[src/inc/pwm_pkg.sv]
// Constants, types and register layout of the dual-slope PWM timer.
// Function
// - Phase correct: match while up acts one way, while down the opposite.
// - Waveform reaches the pin only while its direction bit selects output.
// - Timer clock divides the clock by 1, 8, 64, 256 or 1024.
// - Compare at BOTTOM holds low, at TOP holds high; inverted is opposite.
// - Mode 0xB with channel A action 0x1 toggles channel A at 50% duty.
// - Modes 0x8 and 0x9 count from 0x0000 up to TOP and back down.
// - Frequency correct non-inverting clears on up match, sets on down match.
// - TOP is capture in mode 0x8, compare A in 0x9; TOP reverses direction.
// - The count holds TOP for exactly one timer clock before decrementing.
// - Every compare match sets that channel's compare flag.
// - Active compare loads from a buffer; the modes differ in load moment.
// - Channel B compare low byte is read-write at 0x8A, reset zero.
// - High byte goes to the latch; low-byte write loads both together.
// - Count and capture low-byte reads copy the high byte to the latch for the next read.
`default_nettype none
package pwm_pkg;
    localparam logic [7:0] CTRL_A_ADDR = 8'h80;
    localparam logic [7:0] CTRL_B_ADDR = 8'h81;
    localparam logic [7:0] PIN_DIR_ADDR = 8'h82;
    localparam logic [7:0] FLAGS_ADDR = 8'h83;
    localparam logic [7:0] COUNT_L_ADDR = 8'h84;
    localparam logic [7:0] COUNT_H_ADDR = 8'h85;
    localparam logic [7:0] CAPTURE_L_ADDR = 8'h86;
    localparam logic [7:0] CAPTURE_H_ADDR = 8'h87;
    localparam logic [7:0] COMPARE_A_L_ADDR = 8'h88;
    localparam logic [7:0] COMPARE_A_H_ADDR = 8'h89;
    localparam logic [7:0] COMPARE_B_L_ADDR = 8'h8A;
    localparam logic [7:0] COMPARE_B_H_ADDR = 8'h8B;
    localparam logic [7:0] BYTE_RESET = 8'h00;
    localparam logic [15:0] WORD_RESET = 16'h0000;
    localparam logic [15:0] BOTTOM = 16'h0000;
    localparam logic [15:0] MAX_COUNT = 16'hFFFF;
    localparam logic [15:0] TOP_8BIT = 16'h00FF;
    localparam logic [15:0] TOP_9BIT = 16'h01FF;
    localparam logic [15:0] TOP_10BIT = 16'h03FF;
    // Field positions.
    localparam int ACT_A_LSB = 6;
    localparam int ACT_B_LSB = 4;
    localparam int FLAG_A_BIT = 1;
    localparam int FLAG_B_BIT = 2;
    localparam int DIR_A_BIT = 0;
    localparam int DIR_B_BIT = 1;
    localparam int PRESCALE_WIDTH = 10;
    localparam logic [9:0] DIV8_MASK = 10'h007;
    localparam logic [9:0] DIV64_MASK = 10'h03F;
    localparam logic [9:0] DIV256_MASK = 10'h0FF;
    localparam logic [9:0] DIV1024_MASK = 10'h3FF;

    typedef enum logic [3:0] {
        MODE_PC8 = 4'b0001,
        MODE_PC9 = 4'b0010,
        MODE_PC10 = 4'b0011,
        MODE_PFC_CAP = 4'b1000,
        MODE_PFC_CMPA = 4'b1001,
        MODE_PC_CAP = 4'b1010,
        MODE_PC_CMPA = 4'b1011
    } mode_t;

    typedef enum logic [2:0] {
        CLK_STOP = 3'b000,
        CLK_DIV1 = 3'b001,
        CLK_DIV8 = 3'b010,
        CLK_DIV64 = 3'b011,
        CLK_DIV256 = 3'b100,
        CLK_DIV1024 = 3'b101
    } clk_sel_t;

    typedef struct packed {
        logic [7:0] addr;
        logic [7:0] wdata;
        logic wr;
        logic rd;
    } bus_req_t;

    typedef struct packed {
        logic waveA;
        logic enA;
        logic waveB;
        logic enB;
    } pin_out_t;
endpackage : pwm_pkg
`default_nettype wire

[src/logic/timer_prescaler.sv]
// Prescaler that turns the clock into a one-cycle timer clock tick.
`timescale 1ns/1ps
`default_nettype none
module timer_prescaler (
    input wire logic clk,
    input wire logic rst,
    input wire logic ce,
    input wire logic [2:0] clkSel,
    output logic tick
);
    logic [pwm_pkg::PRESCALE_WIDTH-1:0] div;
    logic [pwm_pkg::PRESCALE_WIDTH-1:0] next_div;
    logic [pwm_pkg::PRESCALE_WIDTH-1:0] mask;

    always_comb begin
        next_div = div + 10'h001;
        mask = '0;
        tick = 1'b0;
        case (clkSel)
            pwm_pkg::CLK_DIV1: tick = 1'b1;
            pwm_pkg::CLK_DIV8: mask = pwm_pkg::DIV8_MASK;
            pwm_pkg::CLK_DIV64: mask = pwm_pkg::DIV64_MASK;
            pwm_pkg::CLK_DIV256: mask = pwm_pkg::DIV256_MASK;
            pwm_pkg::CLK_DIV1024: mask = pwm_pkg::DIV1024_MASK;
            default: mask = '0;
        endcase
        if (mask != '0) begin
            tick = ((div & mask) == mask);
        end
        if (clkSel == pwm_pkg::CLK_STOP) begin
            tick = 1'b0;
        end
    end

    always_ff @(posedge clk) begin
        if (rst) begin
            div <= '0;
        end else if (ce) begin
            div <= next_div;
        end
    end
endmodule : timer_prescaler
`default_nettype wire

[src/logic/dual_slope_pwm_timer.sv]
// Dual-slope PWM timer with byte register port and two compare outputs.
`timescale 1ns/1ps
`default_nettype none
module dual_slope_pwm_timer (
    input wire logic clk,
    input wire logic rst,
    input wire logic ce,
    input wire pwm_pkg::bus_req_t busReq,
    output logic [7:0] rdata,
    output pwm_pkg::pin_out_t pins,
    output logic [1:0] compareFlags
);
    logic tick;
    logic [7:0] ctrlA, ctrlB, pinDir, latchHigh;
    logic [15:0] count, capture, cmpA, cmpB, bufA, bufB;
    logic up, levelA, levelB, flagA, flagB;
    logic [7:0] next_ctrlA, next_ctrlB, next_pinDir, next_latchHigh;
    logic [15:0] next_count, next_capture, next_cmpA, next_cmpB;
    logic [15:0] next_bufA, next_bufB;
    logic next_up, next_levelA, next_levelB, next_flagA, next_flagB;
    logic [7:0] next_rdata;
    pwm_pkg::pin_out_t next_pins;
    logic [3:0] mode;
    logic [15:0] top;
    logic [1:0] actA, actB;
    logic pfc, topIsCmpA, matchA, matchB, atTop, atBottom, wr, rd;

    timer_prescaler u_prescaler (
        .clk(clk),
        .rst(rst),
        .ce(ce),
        .clkSel(ctrlB[2:0]),
        .tick(tick)
    );

    // One compare action on a tick; returns the new compare output state.
    function automatic logic waveStep(input logic level, input logic [1:0] act,
            input logic match, input logic upDir, input logic toggleOk);
        logic res;
        res = level;
        if (match) begin
            case (act)
                2'b01: res = toggleOk ? ~level : level;
                2'b10: res = ~upDir;
                2'b11: res = upDir;
                default: res = level;
            endcase
        end
        return res;
    endfunction : waveStep

    // Fixed levels at the extreme compare values override the slopes.
    function automatic logic waveLevel(input logic level,
            input logic [1:0] act, input logic [15:0] cmp,
            input logic [15:0] topVal);
        logic res;
        res = level;
        if (act[1] && cmp == pwm_pkg::BOTTOM) begin
            res = act[0];
        end else if (act[1] && cmp >= topVal) begin
            res = ~act[0];
        end
        return res;
    endfunction : waveLevel

    always_comb begin
        mode = {ctrlB[4:3], ctrlA[1:0]};
        actA = ctrlA[pwm_pkg::ACT_A_LSB +: 2];
        actB = ctrlA[pwm_pkg::ACT_B_LSB +: 2];
        pfc = (mode == pwm_pkg::MODE_PFC_CAP) ||
              (mode == pwm_pkg::MODE_PFC_CMPA);
        topIsCmpA = (mode == pwm_pkg::MODE_PFC_CMPA) ||
                    (mode == pwm_pkg::MODE_PC_CMPA);
        case (mode)
            pwm_pkg::MODE_PC8: top = pwm_pkg::TOP_8BIT;
            pwm_pkg::MODE_PC9: top = pwm_pkg::TOP_9BIT;
            pwm_pkg::MODE_PC10: top = pwm_pkg::TOP_10BIT;
            pwm_pkg::MODE_PFC_CAP: top = capture;
            pwm_pkg::MODE_PC_CAP: top = capture;
            pwm_pkg::MODE_PFC_CMPA: top = cmpA;
            pwm_pkg::MODE_PC_CMPA: top = cmpA;
            default: top = pwm_pkg::MAX_COUNT;
        endcase
        atTop = (count >= top);
        atBottom = (count == pwm_pkg::BOTTOM);
        matchA = tick && (count == cmpA);
        matchB = tick && (count == cmpB);
        wr = busReq.wr;
        rd = busReq.rd;
    end

    // Counter, compare registers and output state.
    always_comb begin
        next_count = count;
        next_up = up;
        next_cmpA = cmpA;
        next_cmpB = cmpB;
        next_levelA = levelA;
        next_levelB = levelB;
        next_flagA = flagA;
        next_flagB = flagB;
        if (tick) begin
            if (up && atTop) begin
                next_up = 1'b0;
                next_count = count - 16'h0001;
            end else if (!up && atBottom) begin
                next_up = 1'b1;
                next_count = count + 16'h0001;
            end else if (up) begin
                next_count = count + 16'h0001;
            end else begin
                next_count = count - 16'h0001;
            end
            if ((pfc && atBottom) || (!pfc && up && atTop)) begin
                next_cmpA = bufA;
                next_cmpB = bufB;
            end
        end
        next_levelA = waveStep(levelA, actA, matchA, up, topIsCmpA);
        next_levelB = waveStep(levelB, actB, matchB, up, 1'b0);
        if (tick) begin
            next_levelA = waveLevel(next_levelA, actA, cmpA, top);
            next_levelB = waveLevel(next_levelB, actB, cmpB, top);
        end
        if (wr && busReq.addr == pwm_pkg::FLAGS_ADDR) begin
            if (busReq.wdata[pwm_pkg::FLAG_A_BIT]) next_flagA = 1'b0;
            if (busReq.wdata[pwm_pkg::FLAG_B_BIT]) next_flagB = 1'b0;
        end
        // A match in the clearing cycle keeps its flag.
        if (matchA) next_flagA = 1'b1;
        if (matchB) next_flagB = 1'b1;
        if (wr && busReq.addr == pwm_pkg::COUNT_L_ADDR) begin
            next_count = {latchHigh, busReq.wdata};
        end
    end

    // Register port: writes, the shared high-byte latch and read data.
    always_comb begin
        next_ctrlA = ctrlA;
        next_ctrlB = ctrlB;
        next_pinDir = pinDir;
        next_latchHigh = latchHigh;
        next_capture = capture;
        next_bufA = bufA;
        next_bufB = bufB;
        next_rdata = rdata;
        if (wr) begin
            case (busReq.addr)
                pwm_pkg::CTRL_A_ADDR: next_ctrlA = busReq.wdata;
                pwm_pkg::CTRL_B_ADDR: next_ctrlB = busReq.wdata;
                pwm_pkg::PIN_DIR_ADDR: next_pinDir = busReq.wdata;
                pwm_pkg::COUNT_H_ADDR,
                pwm_pkg::CAPTURE_H_ADDR,
                pwm_pkg::COMPARE_A_H_ADDR,
                pwm_pkg::COMPARE_B_H_ADDR:
                    next_latchHigh = busReq.wdata;
                pwm_pkg::CAPTURE_L_ADDR:
                    next_capture = {latchHigh, busReq.wdata};
                pwm_pkg::COMPARE_A_L_ADDR:
                    next_bufA = {latchHigh, busReq.wdata};
                pwm_pkg::COMPARE_B_L_ADDR:
                    next_bufB = {latchHigh, busReq.wdata};
                default: next_latchHigh = latchHigh;
            endcase
        end else if (rd) begin
            case (busReq.addr)
                pwm_pkg::CTRL_A_ADDR: next_rdata = ctrlA;
                pwm_pkg::CTRL_B_ADDR: next_rdata = ctrlB;
                pwm_pkg::PIN_DIR_ADDR: next_rdata = pinDir;
                pwm_pkg::FLAGS_ADDR: begin
                    next_rdata = pwm_pkg::BYTE_RESET;
                    next_rdata[pwm_pkg::FLAG_A_BIT] = flagA;
                    next_rdata[pwm_pkg::FLAG_B_BIT] = flagB;
                end
                pwm_pkg::COUNT_L_ADDR: begin
                    next_rdata = count[7:0];
                    next_latchHigh = count[15:8];
                end
                pwm_pkg::CAPTURE_L_ADDR: begin
                    next_rdata = capture[7:0];
                    next_latchHigh = capture[15:8];
                end
                pwm_pkg::COUNT_H_ADDR,
                pwm_pkg::CAPTURE_H_ADDR: next_rdata = latchHigh;
                // Compare reads bypass the latch and show the buffered value.
                pwm_pkg::COMPARE_A_L_ADDR: next_rdata = bufA[7:0];
                pwm_pkg::COMPARE_A_H_ADDR: next_rdata = bufA[15:8];
                pwm_pkg::COMPARE_B_L_ADDR: next_rdata = bufB[7:0];
                pwm_pkg::COMPARE_B_H_ADDR: next_rdata = bufB[15:8];
                default: next_rdata = pwm_pkg::BYTE_RESET;
            endcase
        end
        next_pins.waveA = levelA;
        next_pins.waveB = levelB;
        // Without an action the pin falls back to input.
        next_pins.enA = pinDir[pwm_pkg::DIR_A_BIT] && (actA != 2'b00);
        next_pins.enB = pinDir[pwm_pkg::DIR_B_BIT] && (actB != 2'b00);
    end

    always_ff @(posedge clk) begin
        if (rst) begin
            count <= pwm_pkg::WORD_RESET;
            capture <= pwm_pkg::WORD_RESET;
            cmpA <= pwm_pkg::WORD_RESET;
            cmpB <= pwm_pkg::WORD_RESET;
            bufA <= pwm_pkg::WORD_RESET;
            bufB <= pwm_pkg::WORD_RESET;
            levelA <= 1'b0;
            levelB <= 1'b0;
            up <= 1'b1;
            flagA <= 1'b0;
            flagB <= 1'b0;
            ctrlA <= pwm_pkg::BYTE_RESET;
            ctrlB <= pwm_pkg::BYTE_RESET;
            pinDir <= pwm_pkg::BYTE_RESET;
            latchHigh <= pwm_pkg::BYTE_RESET;
            rdata <= pwm_pkg::BYTE_RESET;
            pins <= '0;
            compareFlags <= 2'b00;
        end else if (ce) begin
            count <= next_count;
            capture <= next_capture;
            cmpA <= next_cmpA;
            cmpB <= next_cmpB;
            bufA <= next_bufA;
            bufB <= next_bufB;
            levelA <= next_levelA;
            levelB <= next_levelB;
            up <= next_up;
            flagA <= next_flagA;
            flagB <= next_flagB;
            ctrlA <= next_ctrlA;
            ctrlB <= next_ctrlB;
            pinDir <= next_pinDir;
            latchHigh <= next_latchHigh;
            rdata <= next_rdata;
            pins <= next_pins;
            compareFlags <= {next_flagB, next_flagA};
        end
    end
endmodule : dual_slope_pwm_timer
`default_nettype wire

[config.mk]
export PLATFORM = sky130hd
export DESIGN_NAME = dual_slope_pwm_timer
export DESIGN_NICKNAME = d
export VERILOG_FILES = /design/src/inc/pwm_pkg.sv /design/src/logic/timer_prescaler.sv /design/src/logic/dual_slope_pwm_timer.sv
export SDC_FILE = /design/constraint.sdc
export NUM_CORES = 1
export LEC_CHECK = 0
export ABC_AREA = 0
export BUFFER_PORTS_ARGS = -buffer_cell sky130_fd_sc_hd__clkbuf_2
export CAP_MARGIN = 15
export CORE_MARGIN = 10
export CORE_UTILIZATION = 50
export CTS_CLUSTER_SIZE = 10
export DETAILED_ROUTE_END_ITERATION = 8
export GPL_ROUTABILITY_DRIVEN = 1
export PLACE_DENSITY = 0.64
export SYNTH_ARGS = -nofsm -noshare
export SYNTH_HDL_FRONTEND = slang
export SYNTH_HIERARCHICAL = 1
export SYNTH_SLANG_ARGS = --single-unit
[constraint.sdc]
create_clock -name clk -period 6.1 [get_ports clk]
set_input_delay 0.915 -clock clk [delete_from_list [all_inputs] [get_ports clk]]
set_output_delay 0.915 -clock clk [all_outputs]
set_load 0.01 [all_outputs]
# Word level (Yosys, flattened, before mapping)
# Cells that the tools add are included.
# W data, S select, Z words.
[word_totals]
regBits = 157
output_inout_bits = 14
[op_classes]
n_addsub = 3
muxes = 34
n_reduce_logical = 46
magnitude_cmp = 3
eq_ne = 33
bitwise_logic = 6
[op_table]
columns = ["operator", "count"]
rows = [
  ["$eq A8 B8 Y1 const B", 12],
  ["$pmux W8 S11", 1],
  ["$mux W16", 5],
  ["$pmux W16 S5", 1],
  ["$ge A16 B16 Y1", 3],
  ["$logic_not A16 Y1", 3],
  ["$pmux W10 S4", 1],
  ["$eq A16 B16 Y1", 2],
  ["$reduce_and A3 Y1", 9],
  ["$mux W8", 3],
  ["$mux W1", 20],
  ["$add A16 B1 Y16 const B", 1],
  ["$eq A4 B4 Y1 const B", 4],
  ["$pmux W8 S2", 1],
  ["$sub A16 B1 Y16 const B", 1],
  ["$logic_and A1 B1 Y1", 15],
  ["$add A10 B1 Y10 const B", 1],
  ["$and A10 B10 Y10", 1],
  ["$eq A10 B10 Y1", 1],
  ["$reduce_bool A10 Y1", 1],
  ["$reduce_bool A2 Y1", 5],
  ["$eq A2 B2 Y1 const B", 4],
  ["$eq A4 B2 Y1 const B", 2],
  ["$eq A3 B2 Y1 const B", 2],
  ["other kinds (16)", 26],
]

# Depth between registers and ports, before layout
[depth]
depth_word = 11
depth_mapped = 17
ltp_nobuf = 13

# By module
# Netlist, hierarchy kept.
[modules_own_cells]
columns = ["mod", "seq_area_each_um2", "cells_per_inst", "area_each_um2", "instances"]
rows = [
  ["dual_slope_pwm_timer", 2902.8, 1090, 8777.2, 1],
  ["timer_prescaler", 200.2, 60, 508.0, 1],
]

# Worst setup path after synthesis
# No wires, ideal clock.
[synth_timing]
kind = "flip-flop to flip-flop"
from = "register ctrlA[0]"
to = "register count[8]"
stages_incl_launch_ff = 15
required_time_ns = 6.026
n_path_buf = 3
synth_period_minus_slack_ns = 3.738
t_arrival_ns = 3.664
setup_ns = 0.074
path_slack_ns = 2.362
cell_sequence = "dfxtp_1 > clkbuf_1 > clkbuf_1 > mux2i_1 > nand2_1 > ha_1 > nand2b_1 > a21o_1 > maj3_1 > a41o_1 > nor3_1 > buf_2 > nor3_1 > or3_1 > a31oi_1"
[synth_between]
elab_chain_len = 8
elab_cells_between_ends = 15
[synth_lines]
columns = ["item", "line", "rtl"]
rows = [
  ["start, declared", "dual_slope_pwm_timer.sv:14", "logic [7:0] ctrlA, ctrlB, pinDir, latchHigh;"],
  ["start signal, assigned", "dual_slope_pwm_timer.sv:213", "ctrlA <= pwm_pkg::BYTE_RESET;"],
  ["start signal, assigned", "dual_slope_pwm_timer.sv:232", "ctrlA <= next_ctrlA;"],
  ["$eq A4 B4 Y1", "dual_slope_pwm_timer.sv:74", "case (mode)"],
  ["$reduce_or A2 Y1 (no source line)", "n/a", ""],
  ["$pmux W16 S5 (*)", "dual_slope_pwm_timer.sv:74", ""],
  ["$ge A16 B16 Y1 (*)", "dual_slope_pwm_timer.sv:84", "atTop = (count >= top);"],
  ["$logic_and A1 B1 Y1 (*)", "dual_slope_pwm_timer.sv:103", "if (up && atTop) begin"],
  ["$mux W16 (*)", "dual_slope_pwm_timer.sv:103", ""],
  ["$mux W16 (*)", "dual_slope_pwm_timer.sv:102", "if (tick) begin"],
  ["$mux W16 (*)", "dual_slope_pwm_timer.sv:132", "if (wr && busReq.addr == pwm_pkg::COUNT_L_ADDR) begin"],
  ["end signal, assigned", "dual_slope_pwm_timer.sv:202", "count <= pwm_pkg::WORD_RESET;"],
  ["end signal, assigned", "dual_slope_pwm_timer.sv:221", "count <= next_count;"],
  ["end, declared", "dual_slope_pwm_timer.sv:15", "logic [15:0] count, capture, cmpA, cmpB, bufA, bufB;"],
]
# Every way passes the cells marked *; elsewhere a longest branch is shown, timed or not. The select of a mux whose other input is x is not followed.
# A chain may end at the register's enable or synchronous reset.

# Worst setup path after layout
[layout_timing]
from = "register ctrlA[0]"
to = "register count[10]"
# The elaborated chain is that of the path after synthesis.

==> results.json <==
{
  "outcome": "completed",
  "place_congestion": 0.957,
  "async_flop_share_pct": 0,
  "power.leakage_nw": 3.71,
  "syn_avg_cell_area_sq_um": 8.07,
  "worst_clock_skew_ns": 0.0133,
  "finalHoldViolCount": 0,
  "rsz0062_at_grt": "false",
  "ctsResizeCount": 0,
  "post_cts_buffers": 0,
  "arrival_ns": 4.38,
  "drt-wirelength-per-cell_um": 24.3,
  "grt_max_degree": 84,
  "antenna_found_initial": 2,
  "syn_inst": 1150,
  "io_buffers": 34,
  "rows": 49,
  "dp_hpwl_mm": 22.9,
  "netlist_area_sq_um": 9290,
  "gr-total-overflow": 0,
  "fmax_mhz": 244,
  "postCtsHoldBufs": 0,
  "synth_flop_cell": "dfxtp_1",
  "synth_most_common_cell": "dfxtp_1",
  "startpoint_type": "register",
  "setup_violations": 0,
  "finish.instance_area_sq_um": 10100,
  "drv_slew": 0,
  "placedCellCount": 1332,
  "synth_fp_nets": 1220,
  "die_w_um": 156,
  "routed_via_density": 6.59,
  "drive_gt1_share_pct": 9.16,
  "ctsRootBufferMaster": "clkbuf_16",
  "worst-path-max-fanout": 17,
  "required_ns": 6.39,
  "initial_core_util_pct": 51.3,
  "postRouteAntennaNets": 0,
  "power_density_nw_per_um2": 226,
  "grtUsageMet2_pct": 39.3,
  "timing.final.crit_share_pct": 67.1,
  "cts_tree": "yes",
  "dieArea_sq_um": 24400,
  "period_needed_ns": 4.09,
  "drtPass1Iterations": 5,
  "routed_wl_mm": 33.2,
  "clk_path_buf_depth": 2,
  "synth_top_cells_by_area": "dfxtp_1, mux2i_1, ha_1, nand2_1, a21oi_1",
  "worst_pin_slew_ns": 1.13,
  "critPathKind": "reg2reg",
  "core_area_sq_um": 18100,
  "yosys_warnings": 6,
  "ys_types": 69,
  "die_h_um": 156,
  "seq_area_frac_synth_pct": 33.4,
  "syn_to_final_growth_pct": 8.73,
  "synth-edff-count": 0,
  "synth-seq-cells": 155,
  "clock_sinks": 155,
  "htree_num_levels": 4,
  "grt_most_used_layer": "met2",
  "drtIter0Drc": 1192,
  "grt_pass1_wl_mm": 50.4,
  "vias": 8989,
  "insertion_delay_ns": 0.44,
  "synth_commonest_cells": "dfxtp_1, nand2_1, a21oi_1",
  "nFillCells": 1674,
  "drc": 0,
  "gr-usage-met3_pct": 6.33,
  "crit_path_end_kind": "register",
  "hp-class": "reg2reg",
  "antenna_cells": 0,
  "cts-buffers-inserted": 17,
  "crit_path_top_delay_cell": "dfxtp_1",
  "use_met1_pct": 37.1,
  "track_usage_pct": 26.8,
  "top_level_ports": 35,
  "final_cells": 1364,
  "max_cap_violations": 0,
  "crit_buf_inv": 1,
  "synth_top_area_share_pct": 33.4,
  "synth_top_area_cell": "dfxtp_1",
  "cp_cell_sequence": "buf_4 -> mux2i_1 -> nand2_1 -> ha_1 -> nand2b_1 -> a21o_1 -> maj3_1 -> a41o_1 -> or3_1 -> a2111oi_0 -> or3_1 -> a31oi_1",
  "tns_ns": 0,
  "grt_pass1_vias": 8158,
  "num-nets-final": 1192,
  "cpMostUsedCell": "or3_1",
  "path_clk_slew_ns": 0.07,
  "maxSlewHeadroom_pct": 24.5,
  "vdd_ir_drop_max_mv": 0.201,
  "slowest_delay_ns": 0.73,
  "place_area_sq_um": 9460,
  "cp_top_family": "compound AO/OA/AOI/OAI gates"
}
==> routing by layer <==
layer | vias up | wire [um]
li1 | 4134 | -
met1 | 4261 | 14400
met2 | 514 | 14300
met3 | 78 | 3440
met4 | 2 | 1070
met5 | - | 13
==> tightest hold or removal path, cell delays in order (launching register included) <==
cell,delay [ns]
dfxtp_1,0.31
nand2_1,0.05
a21oi_1,0.05
==> area by class of cell <==
class,instances,area [sq um],share of cell area [%]
repair buffers,49,285,2.83
clock buffers,17,425,4.21
inverters,11,41.3,0.409
flip-flops and latches,155,3100,30.7
multi-input cells,888,5750,56.9
well taps,229,287,2.84
clock inverters,15,208,2.06
==> final timing paths <==
kind,slack (ns),depth (start not counted),to,from
worst max-delay path,2.01,12,count[10],ctrlA[0]
worst min register to register,0.46,2,ctrlA[3],ctrlA[3]
worst max register to register,2.01,12,count[10],ctrlA[0]
worst min-delay path,0.46,2,ctrlA[3],ctrlA[3]
==> placed cells by master, fill, tap and decap left out, types with 7 or more instances in the layout <==
cell type | netlist | routed
inv_1 | 11 | 11
nand4_1 | 21 | 21
buf_4 | 2 | 16
nand2b_1 | 9 | 9
a21oi_1 | 97 | 97
a31oi_1 | 19 | 19
nor4_1 | 17 | 16
o21ai_0 | 36 | 36
ha_1 | 49 | 49
and3_1 | 14 | 14
a221oi_1 | 12 | 12
and4_1 | 14 | 14
clkbuf_2 | 0 | 33
nand3_1 | 44 | 44
a211oi_1 | 10 | 10
or3_1 | 11 | 11
a22oi_1 | 27 | 27
mux2i_1 | 72 | 72
o211ai_1 | 7 | 7
xnor2_1 | 38 | 38
dfxtp_1 | 155 | 155
nor2b_1 | 17 | 17
clkbuf_16 | 0 | 17
a21o_1 | 9 | 9
nand2_1 | 152 | 152
or4_1 | 9 | 9
nor3_1 | 23 | 22
nor2_1 | 96 | 96
and2_1 | 9 | 9
==> through the flow <==
step | setup WS [ns] | power [W] | hold WS [ns] | util (%)
final | 2.01 | 0.00229 | 0.461 | 55.8
after global routing | 1.81 | 0.00234 | 0.492 | 55.8
after CTS | 2.10 | 0.00229 | 0.459 | 55.8
after detailed placement | 2.11 | 0.00115 | 0.450 | 52.3
after global placement | 2.17 | 0.00115 | 0.447 | 52.3
after floorplan | 2.36 | 0.00111 | 0.436 | -
==> kinds of logic after synthesis <==
kind of cell    after synthesis  share of synthesized area (%)
xor+xnor                     41                           3.87
mux                          78                           8.49
flops                       155                           33.4
fa+ha+maj                    52                           6.93
compound gates              252                           17.4
buf+inv                     107                           4.81
simple gates                465                           25.1
==> registers in the layout, indices dropped and copies added, names as in the netlist <==
register	flops
bufA	16
bufB	16
capture	16
cmpA	16
cmpB	16
compareFlags	2
count	16
ctrlA	8
ctrlB	8
latchHigh	8
levelA	1
levelB	1
pinDir	8
pins	4
rdata	8
u_prescaler/div	10
up	1
==> report_power, final <==
| group | switching [W] | total [W] | internal (W) |
|---|---|---|---|
| sequential | 0.0000105 | 0.00103 | 0.00102 |
| clock | 0.000494 | 0.00115 | 0.000661 |
| combinational | 0.0000720 | 0.000103 | 0.0000314 |
No activity file was read; power rests on OpenSTA's default activity.
